--- src/logic/rnc_pkg.sv ---
// Overview of operation
// (RULE1) Clear-channel select forms the clear-channel flag
// (RULE2) After-receive field picks state after reception
// (RULE3) Host never pairs transmit-after-receive with clear-channel
// (RULE4) After-transmit field picks state after transmission
// (RULE5) Autocal zero: calibrate only on calibrate strobe
// (RULE6) Autocal one: calibrate when leaving idle
// (RULE7) Autocal two: calibrate on automatic return idle
// (RULE8) Autocal three: calibrate every fourth automatic return
// (RULE9) Host may prefer every-fourth setting for wake-listen
// (RULE10) Top two reserved bits read zero, ignore writes
`default_nettype none
package rnc_pkg;
   // Register addresses
   localparam logic [7:0] RNC_NEXT_STATE_ADDR = 8'h17;
   localparam logic [7:0] RNC_AUTOCAL_ADDR = 8'h18;

   // Field positions
   localparam int RNC_CLEAR_SEL_LSB = 4;
   localparam int RNC_RXOFF_LSB = 2;
   localparam int RNC_TXOFF_LSB = 0;
   localparam int RNC_AUTOCAL_LSB = 4;

   // Writable bits of each register
   localparam logic [7:0] RNC_NEXT_STATE_MASK = 8'h3F;
   localparam logic [7:0] RNC_AUTOCAL_MASK = 8'h30;

   // Values after reset
   localparam logic [7:0] RNC_NEXT_STATE_RESET = 8'h30;
   localparam logic [7:0] RNC_AUTOCAL_RESET = 8'h00;
   localparam logic [7:0] RNC_UNMAPPED_READ = 8'h00;

   // Clear-channel select codes
   localparam logic [1:0] RNC_CLEAR_ALWAYS = 2'h0;
   localparam logic [1:0] RNC_CLEAR_RSSI = 2'h1;
   localparam logic [1:0] RNC_CLEAR_NOT_RX = 2'h2;
   localparam logic [1:0] RNC_CLEAR_RSSI_NOT_RX = 2'h3;

   // Autocal select codes
   localparam logic [1:0] RNC_CAL_NEVER = 2'h0;
   localparam logic [1:0] RNC_CAL_IDLE_EXIT = 2'h1;
   localparam logic [1:0] RNC_CAL_RETURN = 2'h2;
   localparam logic [1:0] RNC_CAL_EVERY4 = 2'h3;

   // Return counter: calibrate when the count stands at its last value
   localparam logic [1:0] RNC_RETURN_COUNT_RESET = 2'h0;
   localparam logic [1:0] RNC_RETURN_COUNT_LAST = 2'h3;

   // Next-state field codes, shared by both after-packet fields
   localparam logic [1:0] RNC_NS_IDLE = 2'h0;
   localparam logic [1:0] RNC_NS_SYNTH_ON = 2'h1;
   localparam logic [1:0] RNC_NS_TX = 2'h2;
   localparam logic [1:0] RNC_NS_RX = 2'h3;

   typedef enum logic [1:0] {
      RNC_IDLE,
      RNC_SYNTH_ON_TX_READY,
      RNC_TX,
      RNC_RX
   } rnc_state_t;
endpackage
`default_nettype wire

--- src/logic/rnc_autocal.sv ---
`default_nettype none
module rnc_autocal (
   // Clock and reset
   input wire logic mclk,
   input wire logic resetn,
   // Configuration
   input wire logic [1:0] synth_autocal_select,
   // Events from the radio state machine
   input wire logic calibrate_strobe,
   input wire logic idle_exit,
   input wire logic auto_return_idle,
   // Results
   output logic cal_start,
   output logic [1:0] return_count
);
   logic cal_d;
   logic cal_q;
   logic [1:0] cnt_d;
   logic [1:0] cnt_q;

   always_comb begin
      cnt_d = cnt_q;
      cal_d = 1'b0;
      if (calibrate_strobe) begin
         cal_d = 1'b1; // RULE5
      end
      unique case (synth_autocal_select)
         rnc_pkg::RNC_CAL_NEVER: begin
            cnt_d = cnt_q; // RULE5
         end
         rnc_pkg::RNC_CAL_IDLE_EXIT: begin
            if (idle_exit) begin
               cal_d = 1'b1; // RULE6
            end
         end
         rnc_pkg::RNC_CAL_RETURN: begin
            if (auto_return_idle) begin
               cal_d = 1'b1; // RULE7
            end
         end
         rnc_pkg::RNC_CAL_EVERY4: begin
            // Counting only in this mode keeps other modes from skewing it
            if (auto_return_idle) begin
               cnt_d = cnt_q + 2'h1; // RULE8
               if (cnt_q == rnc_pkg::RNC_RETURN_COUNT_LAST) begin
                  cal_d = 1'b1; // RULE8
               end
            end
         end
      endcase
   end

   always_ff @(posedge mclk) begin
      if (!resetn) begin
         cal_q <= 1'b0;
         cnt_q <= rnc_pkg::RNC_RETURN_COUNT_RESET;
      end else begin
         cal_q <= cal_d;
         cnt_q <= cnt_d;
      end
   end

   assign cal_start = cal_q;
   assign return_count = cnt_q;
endmodule
`default_nettype wire

--- src/logic/rnc_config.sv ---
`default_nettype none
module rnc_config (
   // Clock and reset
   input wire logic mclk,
   input wire logic resetn,
   // Register port
   input wire logic [7:0] reg_addr,
   input wire logic [7:0] reg_wdata,
   input wire logic reg_wr_en,
   input wire logic reg_rd_en,
   output logic [7:0] reg_rdata,
   // Channel status from the receiver
   input wire logic rssi_below_thresh,
   input wire logic receiving_packet,
   output logic clear_channel_flag,
   // Packet completion events
   input wire logic rx_done,
   input wire logic tx_done,
   output var rnc_pkg::rnc_state_t next_state,
   output logic next_state_valid,
   // Calibration
   input wire logic calibrate_strobe,
   input wire logic idle_exit,
   input wire logic auto_return_idle,
   output logic cal_start,
   // Field views for the state machine
   output logic [1:0] after_receive_next_state,
   output logic [1:0] after_transmit_next_state,
   output logic [1:0] synth_autocal_select
);
   // Configuration registers
   logic [7:0] ns_cfg_d;
   logic [7:0] ns_cfg_q;
   logic [7:0] cal_cfg_d;
   logic [7:0] cal_cfg_q;

   // Read-back
   logic [7:0] rdata_d;
   logic [7:0] rdata_q;

   // Clear-channel flag
   logic clear_d;
   logic clear_q;

   // Next-state report
   rnc_pkg::rnc_state_t ns_d;
   rnc_pkg::rnc_state_t ns_q;
   logic ns_valid_d;
   logic ns_valid_q;

   // Field slices and address decode
   logic [1:0] clear_sel;
   logic [1:0] rxoff_sel;
   logic [1:0] txoff_sel;
   logic [1:0] autocal_sel;
   logic [1:0] addr_hit;

   // Both after-packet fields share one code-to-state map
   function automatic rnc_pkg::rnc_state_t field_to_state(input logic [1:0] code);
      rnc_pkg::rnc_state_t s;
      s = rnc_pkg::RNC_IDLE;
      unique case (code)
         rnc_pkg::RNC_NS_IDLE: s = rnc_pkg::RNC_IDLE;
         rnc_pkg::RNC_NS_SYNTH_ON: s = rnc_pkg::RNC_SYNTH_ON_TX_READY;
         rnc_pkg::RNC_NS_TX: s = rnc_pkg::RNC_TX;
         rnc_pkg::RNC_NS_RX: s = rnc_pkg::RNC_RX;
      endcase
      return s;
   endfunction

   // Write and read paths share one decode: bit 0 next-state, bit 1 autocal
   function automatic logic [1:0] decode_addr(input logic [7:0] addr);
      logic [1:0] hit;
      hit = 2'h0;
      if (addr == rnc_pkg::RNC_NEXT_STATE_ADDR) begin
         hit[0] = 1'b1;
      end
      if (addr == rnc_pkg::RNC_AUTOCAL_ADDR) begin
         hit[1] = 1'b1;
      end
      return hit;
   endfunction

   // Field slices of the two configuration registers
   assign clear_sel = ns_cfg_q[rnc_pkg::RNC_CLEAR_SEL_LSB +: 2];
   assign rxoff_sel = ns_cfg_q[rnc_pkg::RNC_RXOFF_LSB +: 2];
   assign txoff_sel = ns_cfg_q[rnc_pkg::RNC_TXOFF_LSB +: 2];
   assign autocal_sel = cal_cfg_q[rnc_pkg::RNC_AUTOCAL_LSB +: 2];
   assign addr_hit = decode_addr(reg_addr);

   // Next-state configuration register
   always_comb begin
      ns_cfg_d = ns_cfg_q;
      if (reg_wr_en && addr_hit[0]) begin
         ns_cfg_d = reg_wdata & rnc_pkg::RNC_NEXT_STATE_MASK; // RULE10
      end
   end

   always_ff @(posedge mclk) begin
      if (!resetn) begin
         ns_cfg_q <= rnc_pkg::RNC_NEXT_STATE_RESET;
      end else begin
         ns_cfg_q <= ns_cfg_d;
      end
   end

   // Autocal configuration register; only the select field is kept
   always_comb begin
      cal_cfg_d = cal_cfg_q;
      if (reg_wr_en && addr_hit[1]) begin
         cal_cfg_d = reg_wdata & rnc_pkg::RNC_AUTOCAL_MASK; // RULE10
      end
   end

   always_ff @(posedge mclk) begin
      if (!resetn) begin
         cal_cfg_q <= rnc_pkg::RNC_AUTOCAL_RESET;
      end else begin
         cal_cfg_q <= cal_cfg_d;
      end
   end

   // Read data holds until the next read, so the host may sample late;
   // a read beside a write to the same register returns the old value
   always_comb begin
      rdata_d = rdata_q;
      if (reg_rd_en) begin
         if (addr_hit[0]) begin
            rdata_d = ns_cfg_q;
         end else if (addr_hit[1]) begin
            rdata_d = cal_cfg_q;
         end else begin
            rdata_d = rnc_pkg::RNC_UNMAPPED_READ;
         end
      end
   end

   always_ff @(posedge mclk) begin
      if (!resetn) begin
         rdata_q <= rnc_pkg::RNC_UNMAPPED_READ;
      end else begin
         rdata_q <= rdata_d;
      end
   end

   // Clear-channel indication
   always_comb begin
      clear_d = 1'b1;
      unique case (clear_sel)
         rnc_pkg::RNC_CLEAR_ALWAYS: clear_d = 1'b1; // RULE1
         rnc_pkg::RNC_CLEAR_RSSI: clear_d = rssi_below_thresh; // RULE1
         rnc_pkg::RNC_CLEAR_NOT_RX: clear_d = !receiving_packet; // RULE1
         rnc_pkg::RNC_CLEAR_RSSI_NOT_RX: begin
            clear_d = rssi_below_thresh && !receiving_packet; // RULE1
         end
      endcase
   end

   always_ff @(posedge mclk) begin
      if (!resetn) begin
         clear_q <= 1'b0;
      end else begin
         clear_q <= clear_d;
      end
   end

   // Next state after a packet; the radio never finishes both at once,
   // reception is given priority in case a caller misbehaves
   always_comb begin
      ns_d = ns_q;
      if (rx_done) begin
         ns_d = field_to_state(rxoff_sel); // RULE2
      end else if (tx_done) begin
         ns_d = field_to_state(txoff_sel); // RULE4
      end
   end

   always_ff @(posedge mclk) begin
      if (!resetn) begin
         ns_q <= rnc_pkg::RNC_IDLE;
      end else begin
         ns_q <= ns_d;
      end
   end

   // Valid marks the one cycle in which a fresh next state stands
   always_comb begin
      ns_valid_d = 1'b0;
      if (rx_done || tx_done) begin
         ns_valid_d = 1'b1; // RULE2 RULE4
      end
   end

   always_ff @(posedge mclk) begin
      if (!resetn) begin
         ns_valid_q <= 1'b0;
      end else begin
         ns_valid_q <= ns_valid_d;
      end
   end

   // Return counter stays internal: the host never reads it
   rnc_autocal u_autocal (
      .mclk(mclk),
      .resetn(resetn),
      .synth_autocal_select(autocal_sel),
      .calibrate_strobe(calibrate_strobe),
      .idle_exit(idle_exit),
      .auto_return_idle(auto_return_idle),
      .cal_start(cal_start),
      .return_count()
   );

   assign reg_rdata = rdata_q;
   assign clear_channel_flag = clear_q;
   assign next_state = ns_q;
   assign next_state_valid = ns_valid_q;
   // Field views are register bits, so they come straight from flops
   assign after_receive_next_state = rxoff_sel;
   assign after_transmit_next_state = txoff_sel;
   assign synth_autocal_select = autocal_sel;
endmodule
`default_nettype wire

--- config.mk ---
export PLATFORM = sky130hd
export DESIGN_NAME = rnc_config
export DESIGN_NICKNAME = d
export VERILOG_FILES = /design/src/logic/rnc_pkg.sv /design/src/logic/rnc_autocal.sv /design/src/logic/rnc_config.sv
export SDC_FILE = /design/constraint.sdc
export NUM_CORES = 1
export LEC_CHECK = 0
export ABC_AREA = 1
export ABC_CLOCK_PERIOD_IN_PS = 900
export BUFFER_PORTS_ARGS = -buffer_cell sky130_fd_sc_hd__buf_2
export CELL_PAD_IN_SITES_DETAIL_PLACEMENT = 0
export CELL_PAD_IN_SITES_GLOBAL_PLACEMENT = 1
export CORE_AREA = 5 5 68 70
export CTS_BUF_LIST = sky130_fd_sc_hd__clkbuf_16
export DETAILED_ROUTE_END_ITERATION = 10
export DIE_AREA = 0 0 73 75
export PLACE_DENSITY_LB_ADDON = 0.1
export SLEW_MARGIN = 20
export SYNTH_ARGS = -nofsm -noshare
export SYNTH_HDL_FRONTEND = slang
export SYNTH_SLANG_ARGS = --single-unit
--- constraint.sdc ---
create_clock -name mclk -period 0.9 [get_ports mclk]
set_input_delay 0.09 -clock mclk [delete_from_list [all_inputs] [get_ports mclk]]
set_output_delay 0.09 -clock mclk [all_outputs]
set_load 0.02 [all_outputs]
==> reports/metrics.csv <==
metric,value,unit
status,"finished, violations left",
violations,setup timing,
grt_pass1_vias,995,
powerDensity,1500,nW/µm²
startpoint_type,flop,
worstHoldEndpoint,clear_channel_flag,
port-buffer-count,41,
power_frac_seq,0.447,
antenna_cells,0,
swShare,0.235,
synth_common_cells,"nand2_1, dfxtp_1, nor2_1",
worst_setup_path_end_kind,flop,
arrival,1140,ps
leakagePower,0.764,nW
vdd_ir_drop_max,0.787,mV
cts_buffer_depth,2,
r2r_cells,4,
ios,46,
worst_skew_pair.late_latency,250,ps
fin_nets,220,
synth_top_area_cell,dfxtp_1,
whs_path_depth,2,
drive_gt1_frac,0.378,
pre_cts_ws,-89.4,ps
worst_path_max_delay_cell,dfxtp_4,
worst_slack,-102,ps
crit_type,reg2reg,
synth_top_area_share,0.401,
die_w,73,µm
crit_fanout,5,
finClkSkew,1.33,ps
grt-ovfl-total,0,
synth-seq-area-share,0.401,
internal_power,1.64,mW
cp-startpoint,cal_cfg_q[5],
vias,1004,
initial_core_util,0.268,
r2r-end,u_autocal.cal_start,
yosysMostFrequentCell,nand2_1,
post-route-min-period,1000,ps
syn_inst,146,
ff2ff_setup_slack,-100,ps
drtPass1Iterations,4,
grt_pass1_wl,4400,µm
post-route-util,0.366,
grt_max_degree,13,
synth-seq-cells,21,
synth_edf_count,0,
cts_hold_buf,0,
routed_wirelength,2650,µm
synthDistinctLibCells,21,
drcViolationCount,0,
fillers,445,
clkTransAtPathRegs,60,ps
hold_ws,45.1,ps
finalPower,2.14,mW
drt-wirelength-per-cell,11.1,µm
dp_hpwl,2060,µm
dieHeight,75,µm
r2r_start,cal_cfg_q[5],
cts_tree,yes,
p_clk_frac,0.443,
num_rows,23,
synthTopCellsByArea,"dfxtp_1, nand2_1, nor2_1, inv_1, a21oi_1",
postLayoutCellArea,1430,µm²
combPwrFrac,0.109,
cap_violations,0,
hold_path.class,in2reg,
async_reset_ff_frac,0,
cpPeakStageDelay,400,ps
cp.required,1040,ps
htreeDepth,1,
viasPerCell,4.22,
clock.fmax,0.998,GHz
ys.flop_type,dfxtp_1,
root_buffer,clkbuf_16,
power_switching,504,µW
rsz0062_at_grt,yes,
finalHoldViolations,0,
syn_area_per_cell,7.17,µm²
maxSlewViolCount,0,
netlist_area,1050,µm²
yosysWarnings,0,
final_antenna_net_count,0,
grtUsageTotal,0.102,
setup_violations,3,
areaGrowthSynthToFinish,36.7,%
gp_congestion,0.789,
path_cells,inv_2 > ha_1 > o21ai_1 > a21oi_1,
cts_buffers,3,
clock_sinks,21,
min_period_over_period,1.11,
dpl_cell_area,1310,µm²
hp-start,receiving_packet,
die-area,5480,µm²
antenna_found_initial,0,
drtIter0Drc,81,
core_area,3910,µm²
==> placed cells by master (no fill, tap or decap), types with 2 or more instances in the layout <==
| cell | Yosys | final |
|---|---|---|
| o21ai_2 | 0 | 2 |
| clkbuf_16 | 0 | 3 |
| dfxtp_4 | 0 | 2 |
| nand2_1 | 28 | 26 |
| inv_1 | 20 | 18 |
| nor2_1 | 21 | 21 |
| a21oi_1 | 11 | 11 |
| conb_1 | 1 | 2 |
| nor2_4 | 2 | 2 |
| nand2_2 | 3 | 5 |
| dfxtp_2 | 0 | 4 |
| ha_4 | 0 | 2 |
| buf_2 | 0 | 36 |
| buf_4 | 6 | 9 |
| o21ai_0 | 8 | 5 |
| inv_2 | 1 | 2 |
| dfxtp_1 | 21 | 15 |
| nor3_1 | 4 | 4 |
| ha_1 | 4 | 2 |
| nand3_1 | 9 | 9 |
==> per-layer routing <==
metal | up-vias | wire length (µm) | global-route usage
met2 | 27 | 1260 | 0.173
met4 | 0 | 13 | 0.0246
met1 | 443 | 1180 | 0.122
li1 | 532 | - | -
met3 | 2 | 186 | 0.0374
met5 | - | 0 | 0
==> worst max path at each step <==
stage / cells past startpoint / end
2_1_floorplan: 6 / u_autocal.cal_start
3_3_place_gp: 7 / ns_cfg_q[1]
3_5_place_dp: 6 / u_autocal.cal_start
4_1_cts: 4 / u_autocal.cal_start
5_1_grt: 6 / u_autocal.cal_start
6_report: 4 / u_autocal.cal_start
==> power by group through the flow <==
stage          Combinational [mW]  Clock, mW  Sequential, mW
2_1_floorplan              0.0984          0            1.01
3_3_place_gp                0.229          0           0.978
3_5_place_dp                0.233          0           0.979
4_1_cts                     0.236      0.980           0.958
5_1_grt                     0.261       1.03           0.962
6_report                    0.234      0.950           0.958
==> flip-flops by register name (all words and copies together) (netlist names) <==
| signal | cells |
|---|---|
| next_state_valid | 1 |
| clear_channel_flag | 1 |
| next_state | 2 |
| u_autocal.return_count | 2 |
| u_autocal.cal_start | 1 |
| ns_cfg_q | 6 |
| cal_cfg_q | 2 |
| reg_rdata | 6 |
==> area by class of cell <==
class	instances	area (µm²)	area share
Clock buffer	3	75.1	0.0524
Sequential cell	21	433	0.302
Tap cell	50	62.6	0.0437
Inverter	21	81.3	0.0568
Timing Repair Buffer	46	259	0.181
Clock inverter	1	5.00	0.00350
Multi-Input combinational cell	96	515	0.360
==> cells by family (layout without fill, tap and decap cells) <==
group | Yosys count | count (layout) | share of synthesized area
simple gates | 68 | 68 | 0.287
flops | 21 | 21 | 0.401
other cells | 1 | 2 | 0.00358
compound gates | 21 | 21 | 0.106
fa+ha+maj | 4 | 4 | 0.0478
buf+inv | 30 | 71 | 0.146
xor+xnor | 1 | 1 | 0.00836
==> critical path, delay by kind of cell (launching register included) <==
kind	cells	cell delay (ps)
buffers and inverters	1	50
AO/OA/AOI/OAI	2	170
flip-flops	1	400
adder cells (fa/ha/maj)	1	270
==> metrics by stage <==
step | instances | setup TNS, ps
after global placement | 234 | -538
after global routing | 238 | -366
final | 238 | -163
after CTS | 238 | -204
after floorplan | 147 | -142
after detailed placement | 234 | -694
==> what timing repair did <==
action	in CTS	in global routing
gates cloned	0	0
resized for setup	8	9
buffers inserted	0	0
endpoints found under the setup margin	6	9
pin swaps	2	2
Power figures use the tool's default switching activity.
